<file path="src/include/dsc_pkg.sv">
package dsc_pkg;
	localparam logic [5:0] OFF_A_CTRL = 6'h00;
	localparam logic [5:0] OFF_A_BAUD = 6'h04;
	localparam logic [5:0] OFF_A_TX   = 6'h08;
	localparam logic [5:0] OFF_A_RX   = 6'h0C;
	localparam logic [5:0] OFF_S_CTRL = 6'h10;
	localparam logic [5:0] OFF_S_BAUD = 6'h14;
	localparam logic [5:0] OFF_S_TX   = 6'h18;
	localparam logic [5:0] OFF_S_RX   = 6'h1C;
	localparam logic [5:0] OFF_ISTAT  = 6'h20;
	localparam logic [5:0] OFF_ICLR   = 6'h24;
	localparam logic [5:0] OFF_IEN    = 6'h28;
	localparam logic [5:0] OFF_STATE  = 6'h2C;

	localparam int A_EN    = 0;
	localparam int A_SYNC  = 1;
	localparam int A_N9    = 2;
	localparam int A_STOP2 = 3;
	localparam int A_PAR   = 4;
	localparam int A_ODD   = 5;
	localparam int A_FEN   = 6;
	localparam int A_WAKE  = 7;
	localparam int A_FILT  = 8;
	localparam int A_LOOP  = 9;

	localparam int S_EN   = 0;
	localparam int S_MST  = 1;
	localparam int S_MSB  = 2;
	localparam int S_LOOP = 3;
	localparam int S_LEN  = 4;

	localparam int ST_ATX = 0;
	localparam int ST_ARX = 1;
	localparam int ST_APE = 2;
	localparam int ST_AFE = 3;
	localparam int ST_AOE = 4;
	localparam int ST_STX = 5;
	localparam int ST_SRX = 6;
	localparam int ST_SOE = 7;
	localparam int NST    = 8;

	localparam logic [15:0] CTRL_RST   = 16'h0000;
	localparam logic [15:0] BAUD_RST   = 16'h0018;
	localparam logic [3:0]  OVS_LAST   = 4'hF;
	localparam logic [3:0]  OVS_MID    = 4'h7;
	localparam logic [3:0]  ASYNC_LAST = 4'h9;
	localparam logic [3:0]  SYNC_LAST  = 4'h7;
	localparam logic [1:0]  RESP_OKAY  = 2'h0;
	localparam logic [1:0]  RESP_SLVERR = 2'h2;

	typedef enum logic [1:0] {
		RX_IDLE = 2'b00,
		RX_BITS = 2'b01
	} dsc_rx_t;
endpackage : dsc_pkg

</file>
<file path="src/rtl/dsc_baud.sv">
`timescale 1ns/1ps
module dsc_baud
	import dsc_pkg::*;
#(
	parameter int W = 16
) (
	input  wire logic         clk_sys,
	input  wire logic         rst,
	input  wire logic         run,
	input  wire logic [W-1:0] reload,
	output logic              tick
);
	typedef struct packed {
		logic [W-1:0] cnt;
		logic         tick;
	} dsc_bst_t;

	dsc_bst_t s;
	dsc_bst_t next_s;

	// One tick every reload+1 clocks while running.
	always_comb begin
		next_s      = s;
		next_s.tick = 1'b0;
		if (!run) begin
			next_s.cnt = reload;
		end else if (s.cnt == '0) begin
			next_s.cnt  = reload;
			next_s.tick = 1'b1;
		end else begin
			next_s.cnt = s.cnt - 1'b1;
		end
	end

	always_ff @(posedge clk_sys) begin
		if (rst) begin
			s <= '0;
		end else begin
			s <= next_s;
		end
	end

	assign tick = s.tick;
endmodule : dsc_baud

</file>
<file path="src/rtl/dsc_top.sv">
`timescale 1ns/1ps
module dsc_top
	import dsc_pkg::*;
(
	input  wire logic        clk_sys,
	input  wire logic        rst,
	input  wire logic [5:0]  s_axi_awaddr,
	input  wire logic        s_axi_awvalid,
	output logic             s_axi_awready,
	input  wire logic [31:0] s_axi_wdata,
	input  wire logic [3:0]  s_axi_wstrb,
	input  wire logic        s_axi_wvalid,
	output logic             s_axi_wready,
	output logic [1:0]       s_axi_bresp,
	output logic             s_axi_bvalid,
	input  wire logic        s_axi_bready,
	input  wire logic [5:0]  s_axi_araddr,
	input  wire logic        s_axi_arvalid,
	output logic             s_axi_arready,
	output logic [31:0]      s_axi_rdata,
	output logic [1:0]       s_axi_rresp,
	output logic             s_axi_rvalid,
	input  wire logic        s_axi_rready,
	output logic             asc_txd,
	input  wire logic        asc_rxd,
	output logic             asc_sclk,
	output logic             ssc_tx,
	input  wire logic        ssc_rx,
	input  wire logic        ssc_sclk_i,
	output logic             ssc_sclk_o,
	output logic             ssc_sclk_oe_n,
	output logic [5:0]       irq_req,
	output logic             irq
);
	typedef struct packed {
		logic           aw_got;
		logic [5:0]     awa;
		logic           w_got;
		logic [31:0]    wd;
		logic [3:0]     ws;
		logic           bvalid;
		logic [1:0]     bresp;
		logic           rvalid;
		logic [31:0]    rdata;
		logic [1:0]     rresp;
		logic [15:0]    a_ctrl;
		logic [15:0]    a_baud;
		logic [15:0]    s_ctrl;
		logic [15:0]    s_baud;
		logic [NST-1:0] stat;
		logic [NST-1:0] ien;
		logic           a_tb;
		logic [12:0]    a_tf;
		logic [3:0]     a_tn;
		logic [3:0]     a_ti;
		logic [3:0]     a_tp;
		logic           a_ck;
		logic           a_txd;
		dsc_rx_t        a_rs;
		logic [12:0]    a_rf;
		logic [3:0]     a_ri;
		logic [3:0]     a_rp;
		logic [8:0]     a_rd;
		logic           a_rfull;
		logic           s_b;
		logic [15:0]    s_td;
		logic [15:0]    s_rsh;
		logic [15:0]    s_rd;
		logic [3:0]     s_i;
		logic           s_ck;
		logic           s_ckp;
		logic           s_out;
		logic           s_rfull;
	} dsc_st_t;

	dsc_st_t        s;
	dsc_st_t        next_s;
	logic           a_tick;
	logic           s_tick;
	logic           a_n9;
	logic           a_sync;
	logic           a_line;
	logic [3:0]     a_rlast;
	logic [8:0]     a_rdat;
	logic [8:0]     a_tdat;
	logic           a_pbad;
	logic [3:0]     s_last;
	logic           s_master;
	logic           s_msb;
	logic           s_line;
	logic [3:0]     s_pos;
	logic [15:0]    s_mask;
	logic [NST-1:0] m;
	logic [NST-1:0] set;
	logic [NST-1:0] clr;
	logic [12:0]    a_fr;
	logic           wr_go;
	logic           a_load;
	logic           s_load;
	logic           a_start;
	logic           a_sdone;
	logic           a_rx_done;
	logic           a_take;
	logic           s_start;
	logic           s_rise;
	logic           s_fall;

	function automatic logic [15:0] merge(logic [15:0] o, logic [31:0] d, logic [3:0] b);
		merge = {b[1] ? d[15:8] : o[15:8], b[0] ? d[7:0] : o[7:0]};
	endfunction : merge

	// Reload values near 24 give 10 MHz ticks: 16x oversampling at 625 kBd, 5 MBd shifting.
	dsc_baud #(.W(16)) u_a_baud (
		.clk_sys(clk_sys),
		.rst    (rst),
		.run    (s.a_ctrl[A_EN]),
		.reload (s.a_baud),
		.tick   (a_tick)
	);
	dsc_baud #(.W(16)) u_s_baud (
		.clk_sys(clk_sys),
		.rst    (rst),
		.run    (s.s_ctrl[S_EN] & s_master),
		.reload (s.s_baud),
		.tick   (s_tick)
	);

	assign a_n9     = s.a_ctrl[A_N9] | s.a_ctrl[A_WAKE];
	assign a_sync   = s.a_ctrl[A_SYNC];
	assign a_line   = s.a_ctrl[A_LOOP] ? s.a_txd : asc_rxd;
	assign a_rlast  = ASYNC_LAST + {3'h0, a_n9} + {3'h0, s.a_ctrl[A_PAR]};
	assign a_rdat   = a_n9 ? s.a_rf[9:1] : {1'b0, s.a_rf[8:1]};
	assign a_tdat   = a_n9 ? s.wd[8:0] : {1'b0, s.wd[7:0]};
	assign a_pbad   = (^a_rdat ^ s.a_ctrl[A_ODD]) != s.a_rf[a_rlast - 4'h1];
	assign s_last   = (s.s_ctrl[S_LEN+:4] == 4'h0) ? 4'h1 : s.s_ctrl[S_LEN+:4];
	assign s_master = s.s_ctrl[S_MST];
	assign s_msb    = s.s_ctrl[S_MSB];
	assign s_line   = s.s_ctrl[S_LOOP] ? s.s_out : ssc_rx;
	assign s_pos    = s_msb ? s_last - s.s_i : s.s_i;
	assign s_mask   = 16'hFFFF >> (4'hF - s_last);
	assign m        = s.stat & s.ien;

	always_comb begin
		next_s    = s;
		set       = '0;
		clr       = '0;
		a_load    = 1'b0;
		s_load    = 1'b0;
		a_start   = 1'b0;
		a_sdone   = 1'b0;
		a_rx_done = 1'b0;
		s_start   = 1'b0;
		a_fr      = 13'h1FFF;
		wr_go     = s.aw_got && s.w_got && !s.bvalid;

		if (s_axi_awvalid && !s.aw_got && !s.bvalid) begin
			next_s.aw_got = 1'b1;
			next_s.awa    = s_axi_awaddr;
		end
		if (s_axi_wvalid && !s.w_got && !s.bvalid) begin
			next_s.w_got = 1'b1;
			next_s.wd    = s_axi_wdata;
			next_s.ws    = s_axi_wstrb;
		end
		if (s.bvalid && s_axi_bready) begin
			next_s.bvalid = 1'b0;
		end
		if (wr_go) begin
			next_s.aw_got = 1'b0;
			next_s.w_got  = 1'b0;
			next_s.bvalid = 1'b1;
			next_s.bresp  = RESP_OKAY;
			case (s.awa)
			OFF_A_CTRL: next_s.a_ctrl = merge(s.a_ctrl, s.wd, s.ws);
			OFF_A_BAUD: next_s.a_baud = merge(s.a_baud, s.wd, s.ws);
			OFF_A_TX:   a_load = 1'b1;
			OFF_S_CTRL: next_s.s_ctrl = merge(s.s_ctrl, s.wd, s.ws);
			OFF_S_BAUD: next_s.s_baud = merge(s.s_baud, s.wd, s.ws);
			OFF_S_TX:   s_load = 1'b1;
			OFF_ICLR:   clr = s.wd[NST-1:0];
			OFF_IEN:    next_s.ien = s.wd[NST-1:0];
			OFF_A_RX, OFF_S_RX, OFF_ISTAT, OFF_STATE: next_s.bresp = RESP_OKAY;
			default:    next_s.bresp = RESP_SLVERR;
			endcase
		end

		if (s.rvalid && s_axi_rready) begin
			next_s.rvalid = 1'b0;
		end
		if (s_axi_arvalid && !s.rvalid) begin
			next_s.rvalid = 1'b1;
			next_s.rresp  = RESP_OKAY;
			next_s.rdata  = 32'h0000_0000;
			case (s_axi_araddr)
			OFF_A_CTRL: next_s.rdata[15:0] = s.a_ctrl;
			OFF_A_BAUD: next_s.rdata[15:0] = s.a_baud;
			OFF_A_RX: begin
				next_s.rdata[8:0] = s.a_rd;
				next_s.a_rfull    = 1'b0;
			end
			OFF_S_CTRL: next_s.rdata[15:0] = s.s_ctrl;
			OFF_S_BAUD: next_s.rdata[15:0] = s.s_baud;
			OFF_S_RX: begin
				next_s.rdata[15:0] = s.s_rd;
				next_s.s_rfull     = 1'b0;
			end
			OFF_ISTAT:  next_s.rdata[NST-1:0] = s.stat;
			OFF_IEN:    next_s.rdata[NST-1:0] = s.ien;
			OFF_STATE:  next_s.rdata[4:0] = {s.s_rfull, s.s_b, s.a_rfull, s.a_tb, s.a_rs[0]};
			OFF_A_TX, OFF_S_TX, OFF_ICLR: next_s.rresp = RESP_OKAY;
			default:    next_s.rresp = RESP_SLVERR;
			endcase
		end

		// Transmit frame, bit 0 leaves first.
		if (a_sync) begin
			a_fr = {5'h1F, s.wd[7:0]};
		end else begin
			a_fr[8:0] = {s.wd[7:0], 1'b0};
			a_fr[9]   = !a_n9 | s.wd[8];
			if (s.a_ctrl[A_PAR]) begin
				a_fr[ASYNC_LAST + {3'h0, a_n9}] = ^a_tdat ^ s.a_ctrl[A_ODD];
			end
		end

		if (a_load && s.a_ctrl[A_EN] && !s.a_tb) begin
			a_start     = 1'b1;
			next_s.a_tb = 1'b1;
			next_s.a_ti = 4'h0;
			next_s.a_tp = 4'h0;
			next_s.a_ck = 1'b0;
			next_s.a_tf = a_fr;
			next_s.a_tn = a_sync ? SYNC_LAST : a_rlast + {3'h0, s.a_ctrl[A_STOP2]};
		end else if (s.a_tb && a_tick && !a_sync) begin
			next_s.a_tp = s.a_tp + 4'h1;
			if (s.a_tp == OVS_LAST) begin
				if (s.a_ti == s.a_tn) begin
					next_s.a_tb   = 1'b0;
					set[ST_ATX] = 1'b1;
				end else begin
					next_s.a_ti = s.a_ti + 4'h1;
				end
			end
		end else if (s.a_tb && a_tick) begin
			// Sync mode: sample on the rising clock edge, shift on the falling one.
			next_s.a_ck = !s.a_ck;
			if (!s.a_ck) begin
				next_s.a_rf[s.a_ti] = a_line;
			end else if (s.a_ti == SYNC_LAST) begin
				next_s.a_tb   = 1'b0;
				set[ST_ATX] = 1'b1;
				a_sdone       = 1'b1;
			end else begin
				next_s.a_ti = s.a_ti + 4'h1;
			end
		end
		next_s.a_txd = next_s.a_tb ? next_s.a_tf[next_s.a_ti] : 1'b1;

		case (s.a_rs)
		RX_IDLE: begin
			if (s.a_ctrl[A_EN] && !a_sync && !a_line) begin
				next_s.a_rs = RX_BITS;
				next_s.a_ri = 4'h0;
				next_s.a_rp = 4'h0;
			end
		end
		RX_BITS: begin
			if (a_sync || !s.a_ctrl[A_EN]) begin
				next_s.a_rs = RX_IDLE;
			end else if (a_tick) begin
				next_s.a_rp = s.a_rp + 4'h1;
				if (s.a_rp == OVS_MID) begin
					next_s.a_rf[s.a_ri] = a_line;
					if (s.a_ri == 4'h0 && a_line) begin
						next_s.a_rs = RX_IDLE;
					end else if (s.a_ri == a_rlast) begin
						next_s.a_rs = RX_IDLE;
						a_rx_done   = 1'b1;
					end else begin
						next_s.a_ri = s.a_ri + 4'h1;
					end
				end
			end
		end
		default: next_s.a_rs = RX_IDLE;
		endcase

		// With wake-up and filter both set, asynchronous frames are delivered only with the ninth bit set.
		a_take = (a_rx_done && !(s.a_ctrl[A_WAKE] && s.a_ctrl[A_FILT] && !s.a_rf[9])) || a_sdone;
		if (a_take) begin
			next_s.a_rd    = a_sdone ? {1'b0, s.a_rf[7:0]} : a_rdat;
			next_s.a_rfull = 1'b1;
			set[ST_ARX]    = 1'b1;
			set[ST_AOE]    = s.a_rfull;
			set[ST_APE]    = a_rx_done && s.a_ctrl[A_PAR] && a_pbad;
			set[ST_AFE]    = a_rx_done && s.a_ctrl[A_FEN] && !a_line;
		end

		// High-speed channel: sample on rising clock, advance on falling clock.
		next_s.s_ckp = ssc_sclk_i;
		s_rise = s.s_ctrl[S_EN] && (s_master ? s.s_b && s_tick && !s.s_ck
			: ssc_sclk_i && !s.s_ckp);
		s_fall = s.s_ctrl[S_EN] && (s_master ? s.s_b && s_tick && s.s_ck
			: !ssc_sclk_i && s.s_ckp);
		if (s_master && s.s_b && s_tick) begin
			next_s.s_ck = !s.s_ck;
		end
		if (s_rise) begin
			next_s.s_rsh[s_pos] = s_line;
		end
		if (s_fall) begin
			if (s.s_i == s_last) begin
				next_s.s_i     = 4'h0;
				next_s.s_b     = 1'b0;
				next_s.s_rd    = s.s_rsh & s_mask;
				next_s.s_rfull = 1'b1;
				set[ST_SRX]    = 1'b1;
				set[ST_STX]    = s.s_b;
				set[ST_SOE]    = s.s_rfull;
			end else begin
				next_s.s_i = s.s_i + 4'h1;
			end
		end
		if (s_load && s.s_ctrl[S_EN] && !s.s_b) begin
			s_start     = 1'b1;
			next_s.s_td = s.wd[15:0];
			next_s.s_i  = 4'h0;
			next_s.s_b  = 1'b1;
		end
		next_s.s_out = next_s.s_td[s_msb ? s_last - next_s.s_i : next_s.s_i];

		next_s.stat = (s.stat & ~clr) | set;
	end

	always_ff @(posedge clk_sys) begin
		if (rst) begin
			s        <= '0;
			s.a_txd  <= 1'b1;
			s.a_ctrl <= CTRL_RST;
			s.s_ctrl <= CTRL_RST;
			s.a_baud <= BAUD_RST;
			s.s_baud <= BAUD_RST;
			s.a_rs   <= RX_IDLE;
		end else begin
			s <= next_s;
		end
	end

	assign s_axi_awready = !s.aw_got && !s.bvalid;
	assign s_axi_wready  = !s.w_got && !s.bvalid;
	assign s_axi_bvalid  = s.bvalid;
	assign s_axi_bresp   = s.bresp;
	assign s_axi_arready = !s.rvalid;
	assign s_axi_rvalid  = s.rvalid;
	assign s_axi_rdata   = s.rdata;
	assign s_axi_rresp   = s.rresp;
	assign asc_txd       = s.a_txd;
	assign asc_sclk      = s.a_ck;
	assign ssc_tx        = s.s_out;
	assign ssc_sclk_o    = s.s_ck;
	assign ssc_sclk_oe_n = !s_master;
	assign irq_req       = {m[ST_SOE], m[ST_SRX], m[ST_STX],
		|m[ST_AOE:ST_APE], m[ST_ARX], m[ST_ATX]};
	assign irq           = |m;
endmodule : dsc_top

</file>
<file path="config.mk">
export PLATFORM = sky130hd
export DESIGN_NAME = dsc_top
export DESIGN_NICKNAME = d
export VERILOG_FILES = /design/src/include/dsc_pkg.sv /design/src/rtl/dsc_baud.sv /design/src/rtl/dsc_top.sv
export SDC_FILE = /design/constraint.sdc
export NUM_CORES = 1
export LEC_CHECK = 0
export BUFFER_PORTS_ARGS = -buffer_cell sky130_fd_sc_hd__buf_2
export CELL_PAD_IN_SITES_DETAIL_PLACEMENT = 1
export CELL_PAD_IN_SITES_GLOBAL_PLACEMENT = 1
export CORE_MARGIN = 4
export CORE_UTILIZATION = 50
export CTS_CLUSTER_SIZE = 14
export DETAILED_ROUTE_END_ITERATION = 8
export GPL_ROUTABILITY_DRIVEN = 0
export MAX_ROUTING_LAYER = met4
export PLACE_DENSITY_LB_ADDON = 0.1
export SYNTH_ARGS = -nofsm -noshare
export SYNTH_HDL_FRONTEND = slang
export SYNTH_HIERARCHICAL = 1
export SYNTH_SLANG_ARGS = --single-unit
</file>
<file path="constraint.sdc">
create_clock -name clk_sys -period 6.23 [get_ports clk_sys]
set_input_delay 1.246 -clock clk_sys [delete_from_list [all_inputs] [get_ports clk_sys]]
set_output_delay 1.246 -clock clk_sys [all_outputs]
set_load 0.02 [all_outputs]
</file>
# After elaboration in Yosys (flattened, before gate mapping)

Index checks and enable logic that the tools add are counted.

Order comparisons: 11
Equal/unequal tests: 39
Reduce and logical (&&, ||, !) cells: 100
Multiply operators: 0
Shift-type cells: 1
Muxes and demuxes: 119
Bitwise logic cells: 14
Add/subtract/negate cells: 14
Div/mod/pow operators: 0

Operator list:

| kind                                                                          | number |
|---|---|
| 13-bit two-way mux                                                            | 7 |
| 4-bit two-way mux                                                             | 17 |
| 16-bit two-way mux                                                            | 4 |
| 1-bit two-way mux                                                             | 52 |
| 6-bit by 5-bit equality test with 1-bit output (second input constant)        | 8 |
| 6-bit equality test (second input constant)                                   | 8 |
| 5-bit one-hot mux with 9 select lines                                         | 1 |
| 1-bit logical AND                                                             | 40 |
| 13-bit bitwise mux                                                            | 3 |
| 9-bit two-way mux                                                             | 4 |
| 4-bit by 5-bit less-than comparator with 1-bit output (second input constant) | 7 |
| 35-bit two-way mux                                                            | 1 |
| 7-bit one-hot mux with 5 select lines                                         | 1 |
| 17-bit two-way mux                                                            | 2 |
| 16-bit zero test                                                              | 2 |
| 16-bit by 1-bit subtractor with 16-bit output (second input constant)         | 2 |
| 6-bit by 4-bit equality test with 1-bit output (second input constant)        | 4 |
| 8-bit two-way mux                                                             | 3 |
| 3-bit one-hot mux with 8 select lines                                         | 1 |
| 3-bit AND reduction                                                           | 8 |
| 12-bit OR reduction                                                           | 2 |
| 23-bit two-way mux                                                            | 1 |
| 21-bit two-way mux                                                            | 1 |
| 4-bit by 1-bit adder with 4-bit output (second input constant)                | 5 |
| 48 further kinds                                                              | 114 |

Memories kept: 0
RAM bits: 0
Bits in registers: 280
Latch bits: 0
Input bits: 58
Word-level logic and storage cells: 344
ROM bits: 0

# Logic depth before layout (Yosys ltp)

Gate-level depths: netlist of the first run.

Depth in word-level cells: 14
Mapped depth: 18

# By module

The synthesis of the first run kept the hierarchy.

Modules (own cells, without submodules):

| module   | seq. area each (um2) | times used | area an instance (um2) | cells an instance |
|---|---|---|---|---|
| dsc_top  | 4864.7               | 1          | 12244.2                | 1442 |
| dsc_baud | 340.3                | 2          | 1044.8                 | 108 |

# Worst setup path before layout of the first run

Ideal clock, no wire load.

Kind: input-to-reg
Start: input ssc_sclk_i
End: register s, in the netlist ssc_tx
Data arrival time: 4.158 ns
Library setup time: 0.132 ns
Required time: 6.098 ns
Stages: 13
Path slack: 1.939 ns
Cell sequence: or3b_4 -> a211o_1 -> a211oi_2 -> buf_6 -> ha_1 -> clkbuf_1 -> nor2b_1 -> buf_1 -> mux2_2 -> o221ai_1 -> a21oi_1 -> nor4b_1 -> nor4_2

RTL lines:

| what                 | RTL line       | source |
|---|---|---|
| start, declared      | dsc_top.sv:29  | `input wire logic ssc_sclk_i,` |
| end signal, assigned | dsc_top.sv:345 | `s <= next_s;` |
| end, declared        | dsc_top.sv:76  | `dsc_st_t s;` |

# Final worst setup path of the first run

Start: register s[157] in the netlist's numbering
End: register s, in the netlist ssc_tx

Cells in the longest elaborated chain, start to end: 10

Ends and longest elaborated chain:

| what                                        | RTL line       | source |
|---|---|---|
| 4-bit zero test                             | dsc_top.sv:135 | `assign s_last = (s.s_ctrl[S_LEN+:4] == 4'h0) ? 4'h1 : s.s_ctrl[S_LEN+:4];` |
| 4-bit two-way mux *                         | dsc_top.sv:135 |  |
| 4-bit equality test                         | dsc_top.sv:312 | `if (s.s_i == s_last) begin` |
| 4-bit two-way mux                           | dsc_top.sv:312 |  |
| 4-bit two-way mux                           | dsc_top.sv:311 | `if (s_fall) begin` |
| 4-bit two-way mux                           | dsc_top.sv:324 | `if (s_load && s.s_ctrl[S_EN] && !s.s_b) begin` |
| 4-bit subtractor                            | dsc_top.sv:330 | `next_s.s_out = next_s.s_td[s_msb ? s_last - next_s.s_i : next_s.s_i];` |
| 4-bit two-way mux *                         | dsc_top.sv:330 |  |
| 1-bit binary-select mux with 4-bit select * | dsc_top.sv:330 |  |
| 1-bit two-way mux *                         | dsc_top.sv:330 |  |

Mark *: on every way between the ends. The rest lies on a longest branch, timed or not. The select of a mux whose other input is x is not followed.
A chain may end at the register's enable or synchronous reset.

==> qor.yml, run 1 <==
grt_pass1_wl_um: 70300
crit-reg2reg-launch: "s[157]"
grt_use_total: 0.2846
clk_pin_slew_worst_paths_ns: 0.06
worstReg2RegEnd: "ssc_tx"
holdCritStartpoint: "s[23]"
power.leakage_nw: 6.243
dp.cells: 1991
fp.dieW_um: 177.3
final_cell_mix: "277 x dfxtp_1, 228 x nor2_1, 147 x nand2_1"
fmax_ghz: 0.2126
hold_path_depth: 2
io_buffers: 74
power_switching_mw: 0.9053
fin_tns_setup_ns: 0
crit_required_ns: 6.64
reg2reg_depth: 14
wl_um: 44370
synth-adder-area-share: 0.02549
overflow: 0
viasPerCell: 6.110
worst_slew_pin_slew_ns: 1.316
grt_use_met3: 0.05305
synth-seq-cells: 277
drtIter0Drc: 802
ys.flop_type: "dfxtp_1"
cts_hold_buffers: 0
grt_pass1_vias: 12710
final_common_cell: "dfxtp_1"
status: "completed"
numClockSinks: 277
cts_resized: 0
synth_top_family_by_area: "simple AND/OR/NAND/NOR gates"
grt_max_degree: 129
rrSetupSlack_ns: 1.53
swShare: 0.2347
setup_viol: 0
rows: 61
htreeDepth: 1
ant_nets: 0
period_minus_slack_ns: 4.704
finClkSkew_ns: 0.01727
cts_made_buffers: 30
p_int_mw: 2.951
muxShareOfSynthArea: 0.1082
finalPower_mw: 3.856
combPwrFrac: 0.051
synth_edf_count: 0
yosysWarnings: 6
area_growth_pct: 9.008
num_vias: 12500
p_per_area_nw_per_um2: 246.8
synth_compound_area_frac: 0.1716
fin_nets: 1731
clock_latency_ns: 0.56
cap_violations: 0
async_flop_share: 0
synthCells: 1658
cts_tree: "yes"
drv_slew: 0
die-area_um2: 31440
path_class: "reg2reg"
synth_xor_area_frac: 0.03911
dr.pass1.iters: 5
critPathCaptureType: "flop"
rsz0062_at_grt: "no"
met1_usage: 0.3713
io_pins: 111
path_max_fanout: 20
initial_core_util: 0.5117
fp.dieH_um: 177.3
yosysSeqAreaShare: 0.3869
worst_slack_ns: 1.526
grt.busiest_layer: "met2"
wl_per_cell_um: 21.69
syn_avg_cell_area_um2: 8.645
ys_types: 84
relSlewSlack: 0.1196
drive_gt1_frac: 0.1218
use_met2: 0.4623
root_buffer: "clkbuf_16"
final_cells: 2045
finalCritPeriodShare: 0.7551
hp-class: "reg2reg"
crit_path_start_kind: "flop"
antenna_found_initial: 1
dp_hpwl_um: 30830
seq_power_share: 0.474
synth.cell_area_um2: 14330
final_hold_viol_count: 0
synthSimpleGateAreaFrac: 0.2073
cts_buffer_depth: 3
pre_cts_slack_ns: 1.299
final_util: 0.5578
power_frac_clock: 0.474
vdd_drop_max_mv: 0.2440
core_um2: 28010
drc_errors: 0
cts_setup_buffers: 0
holdPathEnd: "s[23]"
crit_arrival_ns: 5.12
-- routing by layer --
metal | wire [µm] | part of all wire
met4 | 1085 | 0.024
met1 | 19870 | 0.45
met2 | 20790 | 0.47
met5 | 0 | 0
met3 | 2618 | 0.059
-- logic make-up after synthesis --
| group | after synthesis |
|---|---|
| simple gates | 609 |
| mux | 153 |
| other cells | 1 |
| compound gates | 343 |
| xor+xnor | 64 |
| fa+ha+maj | 28 |
| flops | 277 |
| buf+inv | 183 |
-- critical path: stages, from the launching register on --
cell and delay, ns:
dfxtp_1 0.83, nor3_1 0.12, nor2_1 0.26, ha_1 0.34, and3_1 0.19, o2111a_1 0.17, a211oi_2 0.15, buf_4 0.25
ha_1 0.41, nor2b_1 0.69, mux2_2 0.41, o221ai_1 0.20, a21oi_1 0.07, nor4b_1 0.40, nor4_2 0.06
-- final cells by class --
cell class | instances | area, µm²
inverter | 30 | 112.6
sequential | 277 | 5545
antenna | 1 | 2.502
multi-input combinational | 1215 | 7981
clock inverter | 8 | 115.1
clock buffer | 45 | 888.4
fill | 3328 | 12390
timing repair buffer | 91 | 506.7
tap | 378 | 473.0
-- cell usage after synthesis (22+ instances only) --
library cell / number / area, µm²
a211oi_1: 34 / 255.2
o21ai_0: 23 / 115.1
buf_4: 36 / 270.3
xnor2_1: 42 / 367.9
nor3_1: 46 / 230.2
nor2_1: 228 / 855.8
a211oi_2: 22 / 275.3
ha_1: 26 / 325.3
dfxtp_1: 277 / 5545
clkbuf_1: 96 / 360.4
mux2i_1: 137 / 1371
a22oi_1: 32 / 240.2
inv_1: 29 / 108.9
xor2_1: 22 / 192.7
a21oi_1: 121 / 605.6
nand3_1: 46 / 230.2
nand2_1: 147 / 551.8
-- through the flow --
step / area (µm²) / hold WS, ns
detailed placement: 14620 / 0.4489
floorplan: 14400 / 0.4315
global placement: 14620 / 0.4388
CTS: 15620 / 0.4562
finish: 15630 / 0.4577
global route: 15620 / 0.4869
-- registers in the layout, summed over array words and instances (netlist names), 16 cells and up --
name	cells
s	218
u_s_baud/s	16
s_axi_rdata	16
u_a_baud/s	16
-- power groups by stage --
stage | clock (mW) | combinational [mW] | sequential [mW]
finish | 1.83 | 0.198 | 1.83
global route | 1.94 | 0.218 | 1.83
CTS | 1.86 | 0.199 | 1.83
detailed placement | 0 | 0.197 | 1.87
global placement | 0 | 0.193 | 1.87
floorplan | 0 | 0.161 | 1.84
-- worst max path at each step --
| stage | start | endpoint | slack, ns | cells past startpoint |
|---|---|---|---|---|
| floorplan | ssc_sclk_i | ssc_tx | 1.94 | 13 |
| global placement | ssc_sclk_i | ssc_tx | 1.38 | 12 |
| detailed placement | ssc_sclk_i | ssc_tx | 1.30 | 12 |
| CTS | s[157] | ssc_tx | 1.56 | 14 |
| global route | s[157] | ssc_tx | 1.23 | 14 |
| finish | s[157] | ssc_tx | 1.53 | 14 |
Power figures use the tool's default switching activity.
==> run 2: changes to the inputs <==
CORE_UTILIZATION = 42   (was 50)
clock period = 3.9 ns   (was 6.23 ns; I/O delays follow)
==> qor.yml, run 2 (synthesized netlist as in run 1, its figures left out) <==
power_frac_clock: 0.505  # was 0.474
pre_cts_slack_ns: 0.07840  # was 1.299 ns
fmax_ghz: 0.2803  # was 0.2126 GHz
num_vias: 12320  # was 12500
io_buffers: 74  # unchanged
worst_slew_pin_slew_ns: 0.9049  # was 1.316 ns
relSlewSlack: 0.3959  # was 0.1196
path_class: "reg2reg"  # unchanged
grt_use_met3: 0.03347  # was 0.05305
fp.dieW_um: 192.7  # was 177.3 µm
drv_slew: 0  # unchanged
power_switching_mw: 1.539  # was 0.9053 mW
cap_violations: 0  # unchanged
dp_hpwl_um: 32400  # was 30830 µm
dr.pass1.iters: 5  # unchanged
fin_nets: 1758  # was 1731
critPathMaxStageDelay_ns: 0.35  # was 0.83 ns
regMostFlops: "s"  # unchanged
grt_pass1_wl_um: 71170  # was 70300 µm
crit_chain: "nor3_2, nor2_1, ha_1, and3_1, o2111a_1, or3_1, ha_1, nor2b_1, o21ai_1, nor3b_1, o21ai_0, xor2_1, buf_4, nor4b_2, nor4_2"  # was nor3_1, nor2_1, ha_1, and3_1, o2111a_1, a211oi_2, buf_4, ha_1, nor2b_1, mux2_2, o221ai_1, a21oi_1, nor4b_1, nor4_2
grt_pass1_vias: 12400  # was 12710
largest_reg_flops: 218  # unchanged
cts_hold_buffers: 0  # unchanged
core_um2: 33620  # was 28010 µm²
ant_nets: 0  # unchanged
worst_slack_ns: 0.3320  # was 1.526 ns
hold_path_depth: 2  # unchanged
critPathMostFrequentCell: "ha_1"  # unchanged
crit_slowest_cell: "ha_1"  # was dfxtp_1
finClkSkew_ns: 0.02160  # was 0.01727 ns
grt.busiest_layer: "met2"  # unchanged
status: "completed"  # unchanged
final_hold_viol_count: 0  # unchanged
critPathCaptureType: "flop"  # unchanged
final_cell_mix: "277 x dfxtp_1, 228 x nor2_1, 147 x nand2_1"  # unchanged
crit_arrival_ns: 3.96  # was 5.12 ns
crit_required_ns: 4.29  # was 6.64 ns
drc_errors: 0  # unchanged
path_depth: 15  # was 14
numClockSinks: 277  # unchanged
finalCritPeriodShare: 0.9149  # was 0.7551
critPathBufInv: 1  # unchanged
power.leakage_nw: 6.448  # was 6.243 nW
viasPerCell: 5.743  # was 6.110
path_max_fanout: 5  # was 20
p_int_mw: 5.023  # was 2.951 mW
period_minus_slack_ns: 3.568  # was 4.704 ns
path_delay_family: "simple AND/OR/NAND/NOR gates"  # unchanged
rows: 67  # was 61
reg2reg_depth: 15  # was 14
swShare: 0.2345  # was 0.2347
grt_use_total: 0.2482  # was 0.2846
fin_tns_setup_ns: 0  # unchanged
cts_buffer_depth: 3  # unchanged
antenna_found_initial: 1  # unchanged
setup_viol: 0  # unchanged
combPwrFrac: 0.050  # was 0.051
cts_tree: "yes"  # unchanged
cts_made_buffers: 34  # was 30
rsz0062_at_grt: "no"  # unchanged
vdd_drop_max_mv: 0.3306  # was 0.2440 mV
die-area_um2: 37150  # was 31440 µm²
diodes: 0  # was 1
seq_power_share: 0.445  # was 0.474
met1_usage: 0.3388  # was 0.3713
clock_latency_ns: 0.52  # was 0.56 ns
drive_gt1_frac: 0.1414  # was 0.1218
final_common_cell: "dfxtp_1"  # unchanged
area_growth_pct: 12.47  # was 9.008%
io_pins: 111  # unchanged
clk_pin_slew_worst_paths_ns: 0.06  # about the same
fp.dieH_um: 192.7  # was 177.3 µm
drtIter0Drc: 707  # was 802
overflow: 0  # unchanged
wl_per_cell_um: 21.07  # was 21.69 µm
use_met2: 0.3947  # was 0.4623
root_buffer: "clkbuf_16"  # unchanged
n_fill_cell: 3945  # was 3328
hp-class: "reg2reg"  # unchanged
p_per_area_nw_per_um2: 407.0  # was 246.8 nW/µm²
grt_max_degree: 99  # was 129
initial_core_util: 0.4264  # was 0.5117
wl_um: 45190  # was 44370 µm
htreeDepth: 2  # was 1
crit_path_start_kind: "flop"  # unchanged
run 2: cell count changes in the layout (fill, tap and decap cells not counted), sizes merged:
cell,change
clkinvlp,+2
diode,-1
buf,+24
clkinv,-2
clkbuf,+5
bufinv,+1
inv,+1
run 2: worst paths after layout:
path / start / endpoint / slack (ns)
hold reg to reg: s[104] / s[104] / 0.46
setup reg to reg: s[155] / ssc_tx / 0.33
setup / recovery: s[155] / ssc_tx / 0.33
hold / removal: s[104] / s[104] / 0.46
run 2: what timing repair did:
action | in CTS | in global routing
buffers inserted | 0 | 1
gates resized for setup | 0 | 7
endpoints found under the setup margin | 0 | 1
run 2: area by class of cell:
cell class              count  area [µm²]  area share
inverters                  30       112.6    0.006985
clock inverters            10       170.2     0.01056
clock buffers              51        1006     0.06240
well taps                 448       560.5     0.03477
flip-flops and latches    277        5545      0.3440
repair buffers            114       705.7     0.04378
multi-input cells        1215        8020      0.4975
run 2: metrics by stage:
| step | hold WS, ns | total power [mW] | cell area [µm²] | std cells | util |
|---|---|---|---|---|---|
| 4_1_cts | 0.4476 | 6.638 | 16080 | 2144 | 0.4783 |
| 6_report | 0.4568 | 6.562 | 16120 | 2145 | 0.4795 |
| 5_1_grt | 0.4651 | 6.803 | 16120 | 2145 | 0.4795 |
| 3_3_place_gp | 0.4451 | 3.303 | 14900 | 2083 | 0.4433 |
| 2_1_floorplan | 0.4315 | 3.203 | 14400 | 1675 | - |
| 3_5_place_dp | 0.4551 | 3.310 | 14900 | 2083 | 0.4433 |
run 2: worst reg2reg max path, stage by stage (launching register included):
cell and delay (ns):
dfxtp_1 0.32, nor3_2 0.20, nor2_1 0.11, ha_1 0.35
and3_1 0.20, o2111a_1 0.20, or3_1 0.35, ha_1 0.30
nor2b_1 0.14, o21ai_1 0.15, nor3b_1 0.18, o21ai_0 0.11
xor2_1 0.25, buf_4 0.17, nor4b_2 0.34, nor4_2 0.06
run 2: layer usage:
metal,wire length [µm],vias to the layer above
li1,-,5905
met1,21480,6115
met2,20890,239
met3,1936,59
met4,890,0
met5,0,-
run 2: power by group through the flow:
stage	combinational [mW]	sequential, mW	clock [mW]
detailed placement	0.329	2.98	0
floorplan	0.258	2.94	0
CTS	0.331	2.92	3.39
global route	0.363	2.92	3.52
finish	0.329	2.92	3.31
global placement	0.324	2.98	0
==> run 3: changes to the inputs <==
CORE_ASPECT_RATIO = 2   (was unset)
clock period = 3.1 ns   (was 3.9 ns; I/O delays follow)
==> qor.yml, run 3 (synthesized netlist as in run 1, its figures left out) <==
cap_violations: 0  # unchanged
crit-reg2reg-launch: "s[157]"  # was s[155]
finClkSkew_ns: 0.01192  # was 0.02160 ns
worst_slew_pin_slew_ns: 0.8736  # was 0.9049 ns
grt_max_degree: 74  # was 99
crit_required_ns: 3.55  # was 4.29 ns
finalCritPeriodShare: 1.049  # was 0.9149
initial_core_util: 0.4261  # was 0.4264
final_area_um2: 16470  # was 16120 µm²
cts_made_buffers: 28  # was 34
largest_reg_flops: 218  # unchanged
wl_per_cell_um: 23.18  # was 21.07 µm
numClockSinks: 277  # unchanged
final_cells: 2192  # was 2145
path_max_fanout: 6  # was 5
drc_errors: 0  # unchanged
worstReg2RegEnd: "ssc_tx"  # unchanged
num_vias: 12790  # was 12320
core_um2: 33640  # was 33620 µm²
setup_viol: 1  # was 0
clock_latency_ns: 0.56  # was 0.52 ns
cts_hold_buffers: 0  # unchanged
root_buffer: "clkbuf_16"  # unchanged
path_delay_family: "simple AND/OR/NAND/NOR gates"  # unchanged
grt_use_total: 0.2739  # was 0.2482
diodes: 0  # unchanged
htreeDepth: 1  # was 2
hold_path_depth: 2  # unchanged
placed_cell_area_um2: 15360  # was 14900 µm²
status: "finished with violations"  # was completed
final_cell_mix: "275 x dfxtp_1, 227 x nor2_1, 146 x nand2_1"  # was 277 x dfxtp_1, 228 x nor2_1, 147 x nand2_1
cts_tree: "yes"  # unchanged
combPwrFrac: 0.059  # was 0.050
p_int_mw: 5.811  # was 5.023 mW
critPathMostFrequentCell: "nor4_2"  # was ha_1
rows: 95  # was 67
critPathCaptureType: "flop"  # unchanged
period_minus_slack_ns: 3.253  # was 3.568 ns
drv_slew: 0  # unchanged
grt_pass1_wl_um: 79410  # was 71170 µm
crit_chain: "nor3_4, nor2_2, ha_1, and3_4, o2111a_2, or3_4, fa_1, nand2_2, o41ai_4, buf_4, a211oi_2, nor4_2, a31o_1, nor4_2"  # was nor3_2, nor2_1, ha_1, and3_1, o2111a_1, or3_1, ha_1, nor2b_1, o21ai_1, nor3b_1, o21ai_0, xor2_1, buf_4, nor4b_2, nor4_2
cts_buffer_depth: 3  # unchanged
clk_pin_slew_worst_paths_ns: 0.07  # was 0.06 ns
seq_power_share: 0.475  # was 0.445
grt_pass1_vias: 13570  # was 12400
io_buffers: 74  # unchanged
fin_tns_setup_ns: -0.1529  # was 0 ns
relSlewSlack: 0.4122  # was 0.3959
dp_hpwl_um: 38290  # was 32400 µm
crit_arrival_ns: 3.70  # was 3.96 ns
p_per_area_nw_per_um2: 467.1  # was 407.0 nW/µm²
swShare: 0.2448  # was 0.2345
path_class: "reg2reg"  # unchanged
crit_slowest_cell: "fa_1"  # was ha_1
rrSetupSlack_ns: -0.15  # was 0.33 ns
dr.pass1.iters: 5  # unchanged
area_growth_pct: 14.92  # was 12.47%
overflow: 0  # unchanged
final_hold_viol_count: 0  # unchanged
ant_nets: 0  # unchanged
critPathBufInv: 1  # unchanged
antenna_found_initial: 0  # was 1
vdd_drop_max_mv: 0.4119  # was 0.3306 mV
critPathMaxStageDelay_ns: 0.56  # was 0.35 ns
crit_start: "s[157]"  # was s[155]
worst_slack_ns: -0.1529  # was 0.3320 ns
drtIter0Drc: 578  # was 707
rsz0062_at_grt: "yes"  # was no
dp.cells: 2133  # was 2083
power.leakage_nw: 6.723  # was 6.448 nW
path_depth: 14  # was 15
drive_gt1_frac: 0.1817  # was 0.1414
io_pins: 111  # unchanged
final_common_cell: "dfxtp_1"  # unchanged
hp-class: "in2reg"  # was reg2reg
fp.dieH_um: 269.3  # was 192.7 µm
power_frac_clock: 0.465  # was 0.505
wl_um: 50800  # was 45190 µm
fin_nets: 1821  # was 1758
crit_path_start_kind: "flop"  # unchanged
regMostFlops: "s"  # unchanged
crit_end: "ssc_tx"  # unchanged
die-area_um2: 37330  # was 37150 µm²
violations: "negative setup slack"
fmax_ghz: 0.3074  # was 0.2803 GHz
reg2reg_depth: 14  # was 15
final_util: 0.4897  # was 0.4795
power_switching_mw: 1.883  # was 1.539 mW
viasPerCell: 5.833  # was 5.743
fp.dieW_um: 138.6  # was 192.7 µm
[run 3: stage by stage]
step	hold WS, ns	setup WS, ns	power, mW
2_1_floorplan	0.4315	-0.3547	4.029
4_1_cts	0.2294	-0.08605	7.775
5_1_grt	0.2575	-0.2888	7.955
6_report	0.2490	-0.1529	7.694
3_5_place_dp	0.4500	-0.4064	4.195
3_3_place_gp	0.4404	-0.3763	4.186
[run 3: metal layers]
| layer | up-vias | wire length (µm) | track usage |
|---|---|---|---|
| li1 | 6026 | - | - |
| met1 | 6340 | 18210 | 0.2747 |
| met2 | 268 | 27840 | 0.5169 |
| met3 | 153 | 1465 | 0.02287 |
| met4 | 0 | 3295 | 0.1503 |
| met5 | - | 0 | - |
[run 3: timing repair]
action                     in CTS  in global routing
pin swaps                      11                  7
setup endpoints to repair       1                  1
cloned                          0                  0
setup buffers                   2                  6
hold endpoints to repair        0                  0
gates resized for setup        14                  7
[run 3: worst min-delay path by stage]
stage,from,to,slack [ns]
after CTS,s_axi_rready,s_axi_rvalid,0.23
after global routing,s_axi_rready,s_axi_rvalid,0.26
after detailed placement,s[104],s[104],0.45
final,s_axi_rready,s_axi_rvalid,0.25
after global placement,s[104],s[104],0.44
after floorplan,s[16],s[16],0.43
[run 3: power by group through the flow]
stage | clock network (mW) | registers [mW] | logic [mW]
floorplan | 0 | 3.70 | 0.325
global placement | 0 | 3.74 | 0.449
detailed placement | 0 | 3.74 | 0.457
CTS | 3.66 | 3.66 | 0.459
global route | 3.80 | 3.66 | 0.497
finish | 3.58 | 3.66 | 0.456
[run 3: cell type report]
class | count | area, µm²
inverter | 30 | 112.6
sequential | 277 | 5548
multi-input combinational | 1215 | 8103
fill | 4003 | 17170
clock inverter | 10 | 107.6
tap | 436 | 545.5
timing repair buffer | 183 | 1205
clock buffer | 41 | 850.8
